File: src/clkdd_pkg.sv
package clkdd_pkg;

  localparam int NUM_CH = 8;
  localparam int ADDR_W = 8;
  localparam int DATA_W = 32;
  localparam int LAT_W  = 12;

  // Byte addresses on the register bus
  localparam logic [ADDR_W-1:0] OFF_CH_BASE   = 8'h00;
  localparam logic [ADDR_W-1:0] OFF_CH_LAST   = 8'h1C;
  localparam logic [ADDR_W-1:0] OFF_GLOBAL    = 8'h38;
  localparam logic [ADDR_W-1:0] OFF_STATUS    = 8'h3C;
  localparam logic [ADDR_W-1:0] OFF_LAT_BASE  = 8'h40;
  localparam logic [ADDR_W-1:0] OFF_LAT_LAST  = 8'h5C;
  localparam int                IDX_LO        = 2;
  localparam int                IDX_HI        = 4;

  // Channel register fields
  localparam int BIT_SOFT_RESET = 31;
  localparam int BIT_PATH_HI    = 18;
  localparam int BIT_PATH_LO    = 17;
  localparam int BIT_CH_EN      = 16;
  localparam int BIT_DIV_HI     = 15;
  localparam int BIT_DIV_LO     = 8;
  localparam int BIT_DLY_HI     = 7;
  localparam int BIT_DLY_LO     = 4;

  // Global register fields
  localparam int BIT_INPUT_SEL  = 28;
  localparam int BIT_GLOBAL_EN  = 27;
  localparam int BIT_POWER_DOWN = 26;

  // Status register fields
  localparam int BIT_ST_SYNC    = 16;
  localparam int BIT_ST_ALLOW   = 17;
  localparam int BIT_ST_PD      = 18;
  localparam int BIT_ST_ARM_LO  = 8;

  typedef enum logic [1:0] {
    PATH_BYPASS  = 2'h0,
    PATH_DIVIDED = 2'h1,
    PATH_DELAYED = 2'h2,
    PATH_DIV_DLY = 2'h3
  } clkdd_path_t;

  typedef enum logic [1:0] {
    ST_IDLE = 2'h1,
    ST_ACK  = 2'h2
  } clkdd_bus_st_t;

  // Power-on values
  localparam clkdd_path_t PATH_RST  = PATH_BYPASS;
  localparam logic        CH_EN_RST = 1'b0;
  localparam logic [7:0]  DIV_RST   = 8'h01;
  localparam logic [3:0]  DLY_RST   = 4'h0;
  localparam logic        INSEL_RST = 1'b0;
  localparam logic        GEN_RST   = 1'b1;
  localparam logic        PD_RST    = 1'b0;

  // Added path latency in picoseconds
  localparam int LAT_DIV_PS    = 100;
  localparam int LAT_DLY_PS    = 400;
  localparam int LAT_DIVDLY_PS = 500;
  localparam int DLY_STEP_PS   = 150;

endpackage

File: src/clkdd_chan_if.sv
`timescale 1ns/100ps
`default_nettype none
interface clkdd_chan_if;
  import clkdd_pkg::*;
  clkdd_path_t      path_select;
  logic [7:0]       divide_code;
  logic [3:0]       delay_code;
  logic             channel_enable;
  logic             run;
  logic             out_allow;
  logic             sync_hold;
  logic             in_level;
  logic             in_rise;
  logic             out_level;
  logic             armed;
  logic [LAT_W-1:0] added_delay_ps;

  modport ctrl (output path_select, divide_code, delay_code, channel_enable, run, out_allow,
                sync_hold, in_level, in_rise, input out_level, armed, added_delay_ps);
  modport chan (input path_select, divide_code, delay_code, channel_enable, run, out_allow,
                sync_hold, in_level, in_rise, output out_level, armed, added_delay_ps);
endinterface
`default_nettype wire

File: src/clkdd_latency.sv
`timescale 1ns/100ps
`default_nettype none
module clkdd_latency
  import clkdd_pkg::*;
(
  input  wire clkdd_path_t      path_select,
  input  wire logic [3:0]       delay_code,
  output logic      [LAT_W-1:0] added_delay_ps
);

  wire [LAT_W-1:0] step_ps = LAT_W'(int'(delay_code) * DLY_STEP_PS);

  always_comb begin
    unique case (path_select)
      PATH_BYPASS:  added_delay_ps = '0;
      PATH_DIVIDED: added_delay_ps = LAT_W'(LAT_DIV_PS);
      PATH_DELAYED: added_delay_ps = LAT_W'(LAT_DLY_PS) + step_ps;
      PATH_DIV_DLY: added_delay_ps = LAT_W'(LAT_DIVDLY_PS) + step_ps;
    endcase
  end

endmodule
`default_nettype wire

File: src/clkdd_channel.sv
`timescale 1ns/100ps
`default_nettype none
module clkdd_channel
  import clkdd_pkg::*;
(
  input  wire logic clk,
  input  wire logic nrst,
  clkdd_chan_if.chan ch
);

  logic [7:0] cnt_ff;
  logic       div_ff;
  logic       armed_ff;
  logic       out_ff;

  wire div_mode  = ch.path_select[0];
  wire hold      = !ch.run || ch.sync_hold || !ch.channel_enable;
  wire code_ok   = (ch.divide_code != 8'h00);
  wire last_half = (cnt_ff == ch.divide_code - 8'h01);

  // Half period equals divide_code input edges
  always_ff @(posedge clk or negedge nrst) begin
    if (!nrst) begin
      cnt_ff <= 8'h00;
      div_ff <= 1'b0;
    end else if (hold) begin
      cnt_ff <= 8'h00;
      div_ff <= 1'b0;
    end else if (ch.in_rise && div_mode && code_ok) begin
      cnt_ff <= last_half ? 8'h00 : cnt_ff + 8'h01;
      div_ff <= last_half ? !div_ff : div_ff;
    end
  end

  // Armed by a sync pulse while enabled
  always_ff @(posedge clk or negedge nrst) begin
    if (!nrst) begin
      armed_ff <= 1'b0;
    end else if (!ch.channel_enable || !ch.run) begin
      armed_ff <= 1'b0;
    end else if (ch.sync_hold) begin
      armed_ff <= 1'b1;
    end
  end

  wire path_level = div_mode ? (div_ff && armed_ff) : ch.in_level;
  wire drive      = ch.run && ch.out_allow && ch.channel_enable;

  always_ff @(posedge clk or negedge nrst) begin
    if (!nrst) begin
      out_ff <= 1'b0;
    end else begin
      out_ff <= drive && path_level;
    end
  end

  // Delay stages only count in delayed modes
  clkdd_latency u_lat (
    .path_select    (ch.path_select),
    .delay_code     (ch.delay_code),
    .added_delay_ps (ch.added_delay_ps)
  );

  assign ch.out_level = out_ff;
  assign ch.armed     = armed_ff;

endmodule
`default_nettype wire

File: src/clkdd_top.sv
// Behaviour
// - Eight channel registers, each drives own output
// - Channel zero bit 31 restores all defaults
// - Reset write ignores other fields; rewrite after
// - Bits 18:17 pick bypass/divided/delayed/both
// - Modes add 100, 400, 500 ps latency
// - Divider acts only in divided modes
// - Bits 15:8 divide by twice code
// - Delay acts only in delayed modes
// - Bits 7:4 add code times 150 ps
// - Power-on defaults for channel and global
// - Global bit 28 selects clock input
// - Global bit 27 enable, 26 power-down
// - Global enable or pin low disables outputs
// - Power-down overrides everything
//
// Register access over APB and the register offsets were decided locally.
`timescale 1ns/100ps
`default_nettype none
module clkdd_top
  import clkdd_pkg::*;
(
  input  wire logic              CLK,
  input  wire logic              NRST,
  input  wire logic              PSEL,
  input  wire logic              PENABLE,
  input  wire logic              PWRITE,
  input  wire logic [ADDR_W-1:0] PADDR,
  input  wire logic [DATA_W-1:0] PWDATA,
  output logic      [DATA_W-1:0] PRDATA,
  output logic                   PREADY,
  output logic                   PSLVERR,
  input  wire logic              FIRST_CLOCK_INPUT,
  input  wire logic              SECOND_CLOCK_INPUT,
  input  wire logic              SYNC_N,
  input  wire logic              GLOBAL_ENABLE_PIN,
  output logic      [NUM_CH-1:0] CHANNEL_CLOCK_OUTPUT
);

  // Register state
  clkdd_path_t   path_ff   [NUM_CH];
  logic          chen_ff   [NUM_CH];
  logic [7:0]    div_ff    [NUM_CH];
  logic [3:0]    dly_ff    [NUM_CH];
  logic          insel_ff;
  logic          gen_ff;
  logic          pd_ff;

  clkdd_bus_st_t state_ff;
  clkdd_bus_st_t nxt_state;
  logic [DATA_W-1:0] rdata_ff;
  logic [DATA_W-1:0] nxt_rdata;
  logic          err_ff;
  logic          in_prev_ff;

  // Bus slave: one wait state, answer in ST_ACK
  wire access    = PSEL && PENABLE;
  wire in_ack    = (state_ff == ST_ACK);
  wire commit    = access && in_ack;
  wire wr_commit = commit && PWRITE;

  wire [2:0] idx       = PADDR[IDX_HI:IDX_LO];
  wire       aligned   = (PADDR[IDX_LO-1:0] == 2'h0);
  wire       hit_ch    = aligned && (PADDR >= OFF_CH_BASE) && (PADDR <= OFF_CH_LAST);
  wire       hit_glob  = (PADDR == OFF_GLOBAL);
  wire       hit_stat  = (PADDR == OFF_STATUS);
  wire       hit_lat   = aligned && (PADDR >= OFF_LAT_BASE) && (PADDR <= OFF_LAT_LAST);
  wire       hit_ro    = hit_stat || hit_lat;
  wire       hit_rw    = hit_ch || hit_glob;
  wire       bad_read  = !(hit_rw || hit_ro);
  wire       bad_write = !hit_rw;
  wire       bad_now   = PWRITE ? bad_write : bad_read;

  always_comb begin
    nxt_state = state_ff;
    unique case (state_ff)
      ST_IDLE: begin
        if (access) begin
          nxt_state = ST_ACK;
        end
      end
      ST_ACK: begin
        nxt_state = ST_IDLE;
      end
      default: begin
        nxt_state = ST_IDLE;
      end
    endcase
  end

  always_ff @(posedge CLK or negedge NRST) begin
    if (!NRST) begin
      state_ff <= ST_IDLE;
    end else begin
      state_ff <= nxt_state;
    end
  end

  // Read data and error captured on entry to ST_ACK
  always_ff @(posedge CLK or negedge NRST) begin
    if (!NRST) begin
      rdata_ff <= '0;
      err_ff   <= 1'b0;
    end else if (access && !in_ack) begin
      rdata_ff <= PWRITE ? '0 : nxt_rdata;
      err_ff   <= bad_now;
    end
  end

  assign PREADY  = in_ack && access;
  assign PSLVERR = in_ack && access && err_ff;
  assign PRDATA  = rdata_ff;

  // Write decode
  wire soft_reset = wr_commit && hit_ch && (idx == 3'h0)
                    && PWDATA[BIT_SOFT_RESET];
  wire wr_ch      = wr_commit && hit_ch && !soft_reset;
  wire wr_glob    = wr_commit && hit_glob;

  wire clkdd_path_t wr_path  = clkdd_path_t'(PWDATA[BIT_PATH_HI:BIT_PATH_LO]);
  wire              wr_chen  = PWDATA[BIT_CH_EN];
  wire [7:0]        wr_div   = PWDATA[BIT_DIV_HI:BIT_DIV_LO];
  wire [3:0]        wr_dly   = PWDATA[BIT_DLY_HI:BIT_DLY_LO];

  // Channel registers, one per output
  for (genvar n = 0; n < NUM_CH; n++) begin : g_reg
    wire sel_n = wr_ch && (idx == 3'(n));
    always_ff @(posedge CLK or negedge NRST) begin
      if (!NRST) begin
        path_ff[n] <= PATH_RST;
        chen_ff[n] <= CH_EN_RST;
        div_ff[n]  <= DIV_RST;
        dly_ff[n]  <= DLY_RST;
      end else if (soft_reset) begin
        path_ff[n] <= PATH_RST;
        chen_ff[n] <= CH_EN_RST;
        div_ff[n]  <= DIV_RST;
        dly_ff[n]  <= DLY_RST;
      end else if (sel_n) begin
        path_ff[n] <= wr_path;
        chen_ff[n] <= wr_chen;
        div_ff[n]  <= wr_div;
        dly_ff[n]  <= wr_dly;
      end
    end
  end

  // Global input, enable and power control
  always_ff @(posedge CLK or negedge NRST) begin
    if (!NRST) begin
      insel_ff <= INSEL_RST;
      gen_ff   <= GEN_RST;
      pd_ff    <= PD_RST;
    end else if (soft_reset) begin
      insel_ff <= INSEL_RST;
      gen_ff   <= GEN_RST;
      pd_ff    <= PD_RST;
    end else if (wr_glob) begin
      insel_ff <= PWDATA[BIT_INPUT_SEL];
      gen_ff   <= PWDATA[BIT_GLOBAL_EN];
      pd_ff    <= PWDATA[BIT_POWER_DOWN];
    end
  end

  // Input selection and edge detection
  wire in_level  = insel_ff ? FIRST_CLOCK_INPUT : SECOND_CLOCK_INPUT;
  wire run       = !pd_ff;
  wire out_allow = gen_ff && GLOBAL_ENABLE_PIN;
  wire sync_hold = !SYNC_N;

  always_ff @(posedge CLK or negedge NRST) begin
    if (!NRST) begin
      in_prev_ff <= 1'b0;
    end else begin
      in_prev_ff <= run ? in_level : 1'b0;
    end
  end

  wire in_rise = run && in_level && !in_prev_ff;

  // Channel instances
  logic [NUM_CH-1:0] out_vec;
  logic [NUM_CH-1:0] arm_vec;
  logic [LAT_W-1:0]  lat_arr [NUM_CH];

  for (genvar n = 0; n < NUM_CH; n++) begin : g_ch
    clkdd_chan_if cif ();

    assign cif.path_select    = path_ff[n];
    assign cif.divide_code    = div_ff[n];
    assign cif.delay_code     = dly_ff[n];
    assign cif.channel_enable = chen_ff[n];
    assign cif.run            = run;
    assign cif.out_allow      = out_allow;
    assign cif.sync_hold      = sync_hold;
    assign cif.in_level       = in_level && run;
    assign cif.in_rise        = in_rise;
    assign out_vec[n]         = cif.out_level;
    assign arm_vec[n]         = cif.armed;
    assign lat_arr[n]         = cif.added_delay_ps;

    clkdd_channel u_ch (
      .clk  (CLK),
      .nrst (NRST),
      .ch   (cif.chan)
    );
  end

  assign CHANNEL_CLOCK_OUTPUT = out_vec;

  // Read mux
  logic [DATA_W-1:0] ch_word;
  logic [DATA_W-1:0] glob_word;
  logic [DATA_W-1:0] stat_word;
  logic [DATA_W-1:0] lat_word;

  always_comb begin
    ch_word = '0;
    ch_word[BIT_PATH_HI:BIT_PATH_LO] = path_ff[idx];
    ch_word[BIT_CH_EN]               = chen_ff[idx];
    ch_word[BIT_DIV_HI:BIT_DIV_LO]   = div_ff[idx];
    ch_word[BIT_DLY_HI:BIT_DLY_LO]   = dly_ff[idx];
  end

  always_comb begin
    glob_word = '0;
    glob_word[BIT_INPUT_SEL]  = insel_ff;
    glob_word[BIT_GLOBAL_EN]  = gen_ff;
    glob_word[BIT_POWER_DOWN] = pd_ff;
  end

  always_comb begin
    stat_word = '0;
    stat_word[NUM_CH-1:0]                      = out_vec;
    stat_word[BIT_ST_ARM_LO+NUM_CH-1:BIT_ST_ARM_LO] = arm_vec;
    stat_word[BIT_ST_SYNC]                     = sync_hold;
    stat_word[BIT_ST_ALLOW]                    = out_allow;
    stat_word[BIT_ST_PD]                       = pd_ff;
  end

  always_comb begin
    lat_word = '0;
    lat_word[LAT_W-1:0] = lat_arr[idx];
  end

  always_comb begin
    nxt_rdata = '0;
    if (hit_ch) begin
      nxt_rdata = ch_word;
    end else if (hit_glob) begin
      nxt_rdata = glob_word;
    end else if (hit_stat) begin
      nxt_rdata = stat_word;
    end else if (hit_lat) begin
      nxt_rdata = lat_word;
    end
  end

endmodule
`default_nettype wire

File: config.mk
export PLATFORM = sky130hd
export DESIGN_NAME = clkdd_top
export DESIGN_NICKNAME = d
export VERILOG_FILES = /design/src/clkdd_pkg.sv /design/src/clkdd_chan_if.sv /design/src/clkdd_latency.sv /design/src/clkdd_channel.sv /design/src/clkdd_top.sv
export SDC_FILE = /design/constraint.sdc
export NUM_CORES = 1
export LEC_CHECK = 0
export BUFFER_PORTS_ARGS = -buffer_cell sky130_fd_sc_hd__buf_4
export CORE_ASPECT_RATIO = 0.6
export CORE_MARGIN = 3
export CORE_UTILIZATION = 60
export CTS_BUF_LIST = sky130_fd_sc_hd__clkbuf_16
export CTS_CLUSTER_SIZE = 16
export DETAILED_ROUTE_END_ITERATION = 10
export PLACE_DENSITY_LB_ADDON = 0.05
export RECOVER_POWER = 50
export SETUP_SLACK_MARGIN = 0.2
export SYNTH_ARGS = -nofsm -noshare
export SYNTH_HDL_FRONTEND = slang
export SYNTH_SLANG_ARGS = --single-unit
File: constraint.sdc
create_clock -name CLK -period 9.9 [get_ports CLK]
set_input_delay 0.495 -clock CLK [delete_from_list [all_inputs] [get_ports CLK]]
set_output_delay 0.495 -clock CLK [all_outputs]
set_load 0.005 [all_outputs]
Yosys cells after proc, flatten, opt, wreduce, memory -nomap -nowiden
Cells that the tools add are included.
{ "word_totals": {"register_bits": 247, "out_inout_bits": 42, "elab_cells": 497, "inputBits": 49} }
{ "classes": {"order_cmp": 5, "add_sub_neg": 32, "n_reduce_logical": 160, "bitwise_logic": 1, "muxes": 168, "multipliers": 8, "n_eq_ne": 52} }
{ "ops": {"columns": ["operator", "n"], "rows": [
  ["case mux 12 bit (4 select lines)", 8],
  ["two-way mux 8 bit", 42],
  ["adder 9 x 12 -> 12 bit, first input constant", 16],
  ["two-way mux 32 bit", 4],
  ["multiplier 4 x 7 -> 11 bit, second input constant", 8],
  ["two-way mux 4 bit", 18],
  ["two-way mux 1 bit", 68],
  ["logical AND 1 bit", 66],
  ["adder 8 x 1 -> 8 bit, second input constant", 8],
  ["== test 8 bit", 8],
  ["nonzero test 8 bit", 8],
  ["subtractor 8 x 1 -> 8 bit, second input constant", 8],
  ["nonzero test 2 bit", 25],
  ["two-way mux 2 bit", 20],
  ["binary-select mux 12 bit (select 3 bit)", 1],
  ["two-way mux 12 bit", 3],
  ["== test 2 bit, second input constant", 17],
  ["binary-select mux 8 bit (select 3 bit)", 1],
  ["zero test 1 bit", 23],
  ["logical OR 1 bit", 20],
  ["== test 2 x 1 -> 1 bit, second input constant", 9],
  ["zero test 2 bit", 9],
  ["== test 8 x 6 -> 1 bit, second input constant", 2],
  ["inequality test 2 x 1 -> 1 bit, second input constant", 8],
  ["other kinds (15)", 26]
]} }

Logic depth before layout (Yosys ltp)
{ "depth": {"word_depth": 11, "depth_mapped": 16, "depth_no_buf": 16} }

Modules after synthesis
From an unflattened synthesis, not the netlist that was laid out.
{ "hier_totals": {"cells_unflattened": 2424, "area_unflattened_um2": 22118.7} }
{ "by_module_without_submodules": {"columns": ["mod", "seq_area_each_um2", "cells_per_inst", "instances", "area_per_inst_um2"], "rows": [
  ["clkdd_top", 3741.1, 832, 1, 8560.7],
  ["clkdd_channel", 275.3, 96, 8, 902.1],
  ["clkdd_latency (g_ch[0].u_ch.u_lat ...)", 0.0, 102, 6, 784.5],
  ["clkdd_latency (g_ch[7].u_ch.u_lat)", 0.0, 106, 1, 843.3],
  ["clkdd_latency (g_ch[2].u_ch.u_lat)", 0.0, 106, 1, 790.8]
]} }

Worst setup path after synthesis
Ideal clock, no wire load.
{ "synth_path": {"path_type": "register -> register", "from": "register dly_ff (netlist bit g_ch[4].cif.delay_code[3])", "to": "register rdata_ff[10] (netlist: PRDATA[10])", "synth_period_minus_slack_ns": 3.513, "path_slack_ns": 6.387, "arrival_time_ns": 3.381, "setup_ns": 0.131, "path_stages_with_launch": 16, "path_buffers": 0, "t_required_ns": 9.769, "cell_sequence": "dfrtp_1 > ha_1 > inv_1 > fa_1 > inv_1 > ha_1 > xor2_1 > ha_1 > inv_1 > a2111oi_0 > o22ai_1 > and3_1 > nor3_1 > and4b_1 > o31ai_1 > nand3_1"} }
{ "synth_between": {"elab_chain_len": 11, "word_cells_on_any_way": 12, "classes_between": "add/sub: 2; mul: 1; mux: 9"} }
{ "synth_lines": {"columns": ["item", "line", "text"], "rows": [
  ["start: declaration", "clkdd_top.sv:44", "logic [3:0] dly_ff [NUM_CH];"],
  ["start signal: indexed assignment", "clkdd_top.sv:143", "dly_ff[n] <= wr_dly;"],
  ["multiplier 4 x 7 -> 11 bit (*)", "clkdd_latency.sv:11", "wire [LAT_W-1:0] step_ps = LAT_W'(int'(delay_code) * DLY_STEP_PS);"],
  ["adder 9 x 12 -> 12 bit (on tied branches)", "clkdd_latency.sv:18, clkdd_latency.sv:17", null],
  ["case mux 12 bit (4 select lines) (*)", "clkdd_latency.sv:14", "unique case (path_select)"],
  ["binary-select mux 12 bit (select 3 bit) (*)", "clkdd_top.sv:243", "lat_word[LAT_W-1:0] = lat_arr[idx];"],
  ["two-way mux 12 bit (not written as such) (*) (2 in series)", "clkdd_top.sv:243", null],
  ["two-way mux 12 bit (*)", "clkdd_top.sv:254", "end else if (hit_lat) begin"],
  ["two-way mux 32 bit (*)", "clkdd_top.sv:252", "end else if (hit_stat) begin"],
  ["two-way mux 32 bit (*)", "clkdd_top.sv:250", "end else if (hit_glob) begin"],
  ["two-way mux 32 bit (*)", "clkdd_top.sv:248", "if (hit_ch) begin"],
  ["two-way mux 32 bit (*)", "clkdd_top.sv:105", "rdata_ff <= PWRITE ? '0 : nxt_rdata;"],
  ["end signal: assignment", "clkdd_top.sv:105", null],
  ["end: declaration", "clkdd_top.sv:51", "logic [DATA_W-1:0] rdata_ff;"]
]} }
Mark *: on every way between the ends. The rest lies on a longest branch, timed or not. The select of a mux whose other input is x is not followed.
A chain may end at the register's enable or synchronous reset.

==> PnR_summary.wiki <==
{| class="wikitable"
! Metric !! Value
|-
| Min Clock Period, post-route || 6200 ps
|-
| Die Y-Extent || 148 um
|-
| Seq/Total Area, Yosys || 29.5%
|-
| Crit start category || input port
|-
| Static leakage || roughly 9.6 nW
|-
| DR DRC count || 0
|-
| Initial antenna violation count || 4
|-
| Floorplan die area || 35900 sq um
|-
| Total number of yosys warnings || 0
|-
| Slack of the critical path || 3700 ps
|-
| R2R Path End || PRDATA[10]$_DFFE_PN0P_
|-
| Power dissipated by switching net loads || 0.502 mW
|-
| Count of state elements after synthesis || 237
|-
| Internal cell power || 1.56 mW
|-
| Unique masters post-synth || around 90
|-
| Post-Route WL || 64.0 mm
|-
| Fraction of registers with async set/reset || 100%
|-
| Multi-input gate area || between 10000 and 15000 sq um
|-
| Vias in the first global route || 17700
|-
| Reg clk slew, reported paths || 60 ps
|-
| IO buf count || 67
|-
| Series of cell instances along the critical path || dlygate4sd3_1 > clkbuf_1 > clkbuf_2
|-
| Boundary pin count || 91
|-
| Half-perimeter wire length after detailed placement || 47.5 mm
|-
| FMAX || about 160 MHz
|-
| Transition at the pin with the smallest max-transition slack || 4970 ps
|-
| Number of enable flip-flop cells after synthesis || 0
|-
| Startpoint of the worst-slack reg-to-reg timing path || g_ch[4].cif.delay_code[2]$_DFFE_PN0P_
|-
| Run status || finished, violations left
|-
| Critical Path RT || 10150 ps
|-
| Pre-antenna DRT Iters || 8
|-
| First-pass GRT wire length || 101 mm
|-
| GRT overflow || 0
|-
| Maximum buffer depth of the clock tree || 3
|-
| Clock buffers created by TritonCTS || 24
|-
| Final clock period utilization by the worst path || 62.6%
|-
| Final Instance Count excl. Fillers || 2864
|-
| Clock root buffer master || clkbuf_16
|-
| Max Slew Vio Count || 206
|-
| Critical Path End Type || asynchronous set/reset pin
|-
| Fraction of power consumed by sequential logic || 47.1%
|-
| Worst clock skew || 20.4 ps
|-
| Number of hold violations in the final report || 0
|-
| Worst hold stages || 3
|-
| Gate power share || 5.9%
|-
| Initial core utilization || 61.5%
|-
| Die span in x || approximately 240 um
|-
| Worst slack, placed || 5590 ps
|-
| Skew-Pair Late Insertion Delay || about 540 ps
|-
| Worst vdd rail ir drop || 0.101 mV
|-
| Setup tns final || 0 ps
|-
| PwrDens || about 96 nW/um^2
|-
| Dpl cells || 2817
|-
| Core area || between 30000 and 40000 sq um
|-
| Number of sinks handled by clock tree synthesis || 237
|-
| Number of vias per cell || 6.60
|-
| Num rows || 51
|-
| Syn avg cell area || 8.36 sq um
|-
| Number of vias after detailed routing || 18900
|-
| Nets || around 2600
|-
| Failing checks || capacitance limit, slew limit
|-
| Largest net degree at the start of global routing || 88
|-
| Delay contributed by the slowest stage of the critical path || 3450 ps
|-
| Number of max-capacitance violations reported || 3
|-
| Drt first-iter violations || roughly 2300
|-
| CTS resizes || 0
|-
| Post-layout total power || approximately 2.1 mW
|-
| Path class of the lowest-slack min-delay path || in -> reg
|-
| Worst setup path class || in -> async
|-
| CTS H-tree depth || 1
|-
| Remaining number of nets flagged by the antenna check after routing || 0
|-
| Critical-path maximum fanout || 87
|-
| Gp weighted congestion || 0.990
|-
| Final number of setup-violating endpoints || 0
|-
| Layout overhead on the synthesized area || 7.04%
|-
| Total routing resource utilization after global routing || 35.2%
|-
| Number of filler instances in the final layout || 2744
|-
| Hold Path Origin || PWDATA[27]
|-
| Average wire per cell in the routed design || 22.3 um
|-
| Relative slew margins || -231%
|-
| Number of cell instances on the worst register-to-register path || 15
|-
| Gate count of the mapped netlist || 2409
|-
| Register area || ~5900 sq um
|-
| Slack of the worst reg-to-reg path || 5450 ps
|-
| Post-synthesis instance area || 20100 sq um
|-
| Worst Hold Margin || between 150 and 200 ps
|-
| Leading register cell type out of synthesis || dfrtp_1
|-
| Crit path arrival time || ~6500 ps
|-
| Setup repair after global routing missed its margin || false
|-
| Terminating pin of the worst hold path || gen_ff$_DFFE_PN1P_
|-
| Switching part of the total power || 24.3%
|-
| Fraction of final layout cells sized beyond drive strength 1 || 8.29%
|-
| Clock power frac || 47.0%
|-
| CTS tree || done
|-
| Worst path slowest cell || clkbuf_1
|}
-- cells by family (layout without fill, tap and decap cells) --
logic type	after synthesis	count (layout)	share of synthesized area, %
AOI/OAI and AO/OA	653	653	21.2
xor gates and xnor gates	160	160	6.96
adders and majority gates	152	152	9.74
buffers and inverters	260	254	5.31
DFF	237	237	29.5
muxes	75	75	5.70
other	1	12	0.0186
and+or+nand+nor	871	871	21.6
-- stage by stage --
stage          utilization, %  instance area, sq um
2_1_floorplan               -                 20200
3_3_place_gp             63.5                 20800
3_5_place_dp             63.5                 20800
4_1_cts                  66.0                 21600
5_1_grt                  65.9                 21600
6_report                 65.9                 21600
-- worst max path at each step --
stage                                                     start                                  to  cells past startpoint
after floorplan           g_ch[4].cif.delay_code[3]$_DFFE_PN0P_              PRDATA[10]$_DFFE_PN0P_                     15
after global placement    g_ch[4].cif.delay_code[2]$_DFFE_PN0P_              PRDATA[10]$_DFFE_PN0P_                     15
after detailed placement  g_ch[4].cif.delay_code[2]$_DFFE_PN0P_              PRDATA[10]$_DFFE_PN0P_                     15
after CTS                 g_ch[4].cif.delay_code[2]$_DFFE_PN0P_              PRDATA[10]$_DFFE_PN0P_                     15
after global routing                                       NRST  g_ch[5].u_ch.cnt_ff[4]$_DFFE_PN0P_                      3
final                                                      NRST  g_ch[2].u_ch.cnt_ff[5]$_DFFE_PN0P_                      3
-- layer usage --
metal / global-route usage, % / up-vias / wire length, um
li1: - / 8672 / -
met1: 53.1 / 9044 / 28300
met2: 49.2 / 1051 / 25500
met3: 9.86 / 137 / 8290
met4: 9.81 / 2 / 1900
met5: 0 / - / 12
-- final cells by class --
cell class | instances | share of cell area [%]
clock inverter | 19 | 0.870
tap | 450 | 2.61
sequential | 237 | 27.6
timing repair buffer | 85 | 2.77
inverter | 125 | 2.18
multi-input combinational | 1921 | 61.1
antenna | 2 | 0.0232
clock buffer | 25 | 2.90
-- synthesized netlist by cell type, drive strengths merged, types with 8 or more instances --
cell type / n / area (sq um)
o221ai: 12 / 105
o22ai: 21 / 131
nand2: 352 / 1320
mux4: 31 / 698
a21o: 26 / 195
mux2i: 37 / 370
fa: 8 / 160
ha: 144 / 1800
o31ai: 19 / 148
nor3b: 19 / 143
dfrtp: 227 / 5680
buf: 47 / 270
a22oi: 14 / 105
nor2b: 32 / 200
a31oi: 38 / 253
nand4: 14 / 87.6
and4b: 8 / 80.1
inv: 125 / 469
or4: 9 / 78.8
o2111ai: 11 / 96.3
o21ai: 176 / 881
or2: 15 / 93.8
xnor2: 98 / 858
nand3: 59 / 300
or3: 20 / 130
a21oi: 172 / 861
a211oi: 28 / 235
nand4b: 9 / 78.8
nor4: 13 / 87.6
o311ai: 11 / 166
nand2b: 38 / 238
nor3: 51 / 260
a311oi: 8 / 70.1
and2: 22 / 138
nand3b: 27 / 203
dfstp: 10 / 263
nor2: 120 / 460
o31a: 8 / 70.1
a2111oi: 12 / 106
o211ai: 19 / 143
a22o: 17 / 149
clkbuf: 88 / 330
xor2: 62 / 543
and3: 42 / 263
-- critical path: cells and delay by family --
family | cells | cell delay (ps)
buf+inv | 3 | 5860
-- placed cells by master (no fill, tap or decap), types with 10 or more instances in the layout --
| cell type | n |
|---|---|
| a22o_1 | 17 |
| nor2_1 | 118 |
| clkbuf_4 | 24 |
| dfrtp_1 | 227 |
| inv_1 | 132 |
| nand3_1 | 58 |
| a211oi_1 | 23 |
| o221ai_1 | 12 |
| and2_1 | 21 |
| nand2b_1 | 38 |
| o2111ai_1 | 11 |
| a31oi_1 | 37 |
| clkbuf_16 | 25 |
| nand3b_1 | 27 |
| mux2i_1 | 37 |
| xor2_1 | 62 |
| o21ai_0 | 172 |
| nand4_1 | 14 |
| xnor2_1 | 98 |
| nor3b_1 | 18 |
| a21oi_1 | 172 |
| nor2b_1 | 32 |
| a2111oi_0 | 11 |
| o31ai_1 | 18 |
| a21o_1 | 26 |
| conb_1 | 10 |
| or2_2 | 14 |
| clkbuf_1 | 11 |
| o22ai_1 | 21 |
| ha_1 | 144 |
| nor4_1 | 12 |
| nor3_1 | 50 |
| dfstp_2 | 10 |
| and3_1 | 41 |
| buf_4 | 48 |
| a22oi_1 | 14 |
| o211ai_1 | 19 |
| nand2_1 | 352 |
| or3_1 | 19 |
| mux4_2 | 31 |
-- registers in the layout (all words and copies together), names as in the netlist --
register                 flops
g_ch.cif.path_select        16
insel_ff                     1
g_ch.u_ch.ch.out_level       8
g_ch.u_ch.cnt_ff            64
g_ch.cif.channel_enable      8
gen_ff                       1
pd_ff                        1
in_prev_ff                   1
err_ff                       1
state_ff                     2
PRDATA                      22
g_ch.cif.divide_code        64
g_ch.cif.delay_code         32
g_ch.u_ch.div_ff             8
g_ch.u_ch.ch.armed           8
-- power by group through the flow --
| stage | Combinational, mW | Clock, mW | Sequential [mW] |
|---|---|---|---|
| 2_1_floorplan | 0.0586 | 0 | 0.990 |
| 5_1_grt | 0.129 | 1.02 | 0.973 |
| 4_1_cts | 0.118 | 0.973 | 0.973 |
| 6_report | 0.122 | 0.971 | 0.973 |
| 3_3_place_gp | 0.116 | 0 | 0.991 |
| 3_5_place_dp | 0.117 | 0 | 0.991 |
-- what timing repair did --
action                    CTS  global route
hold endpoints to repair    3             0
hold buffers                1             0
buffers inserted            0             0
Power figures use the tool's default switching activity.
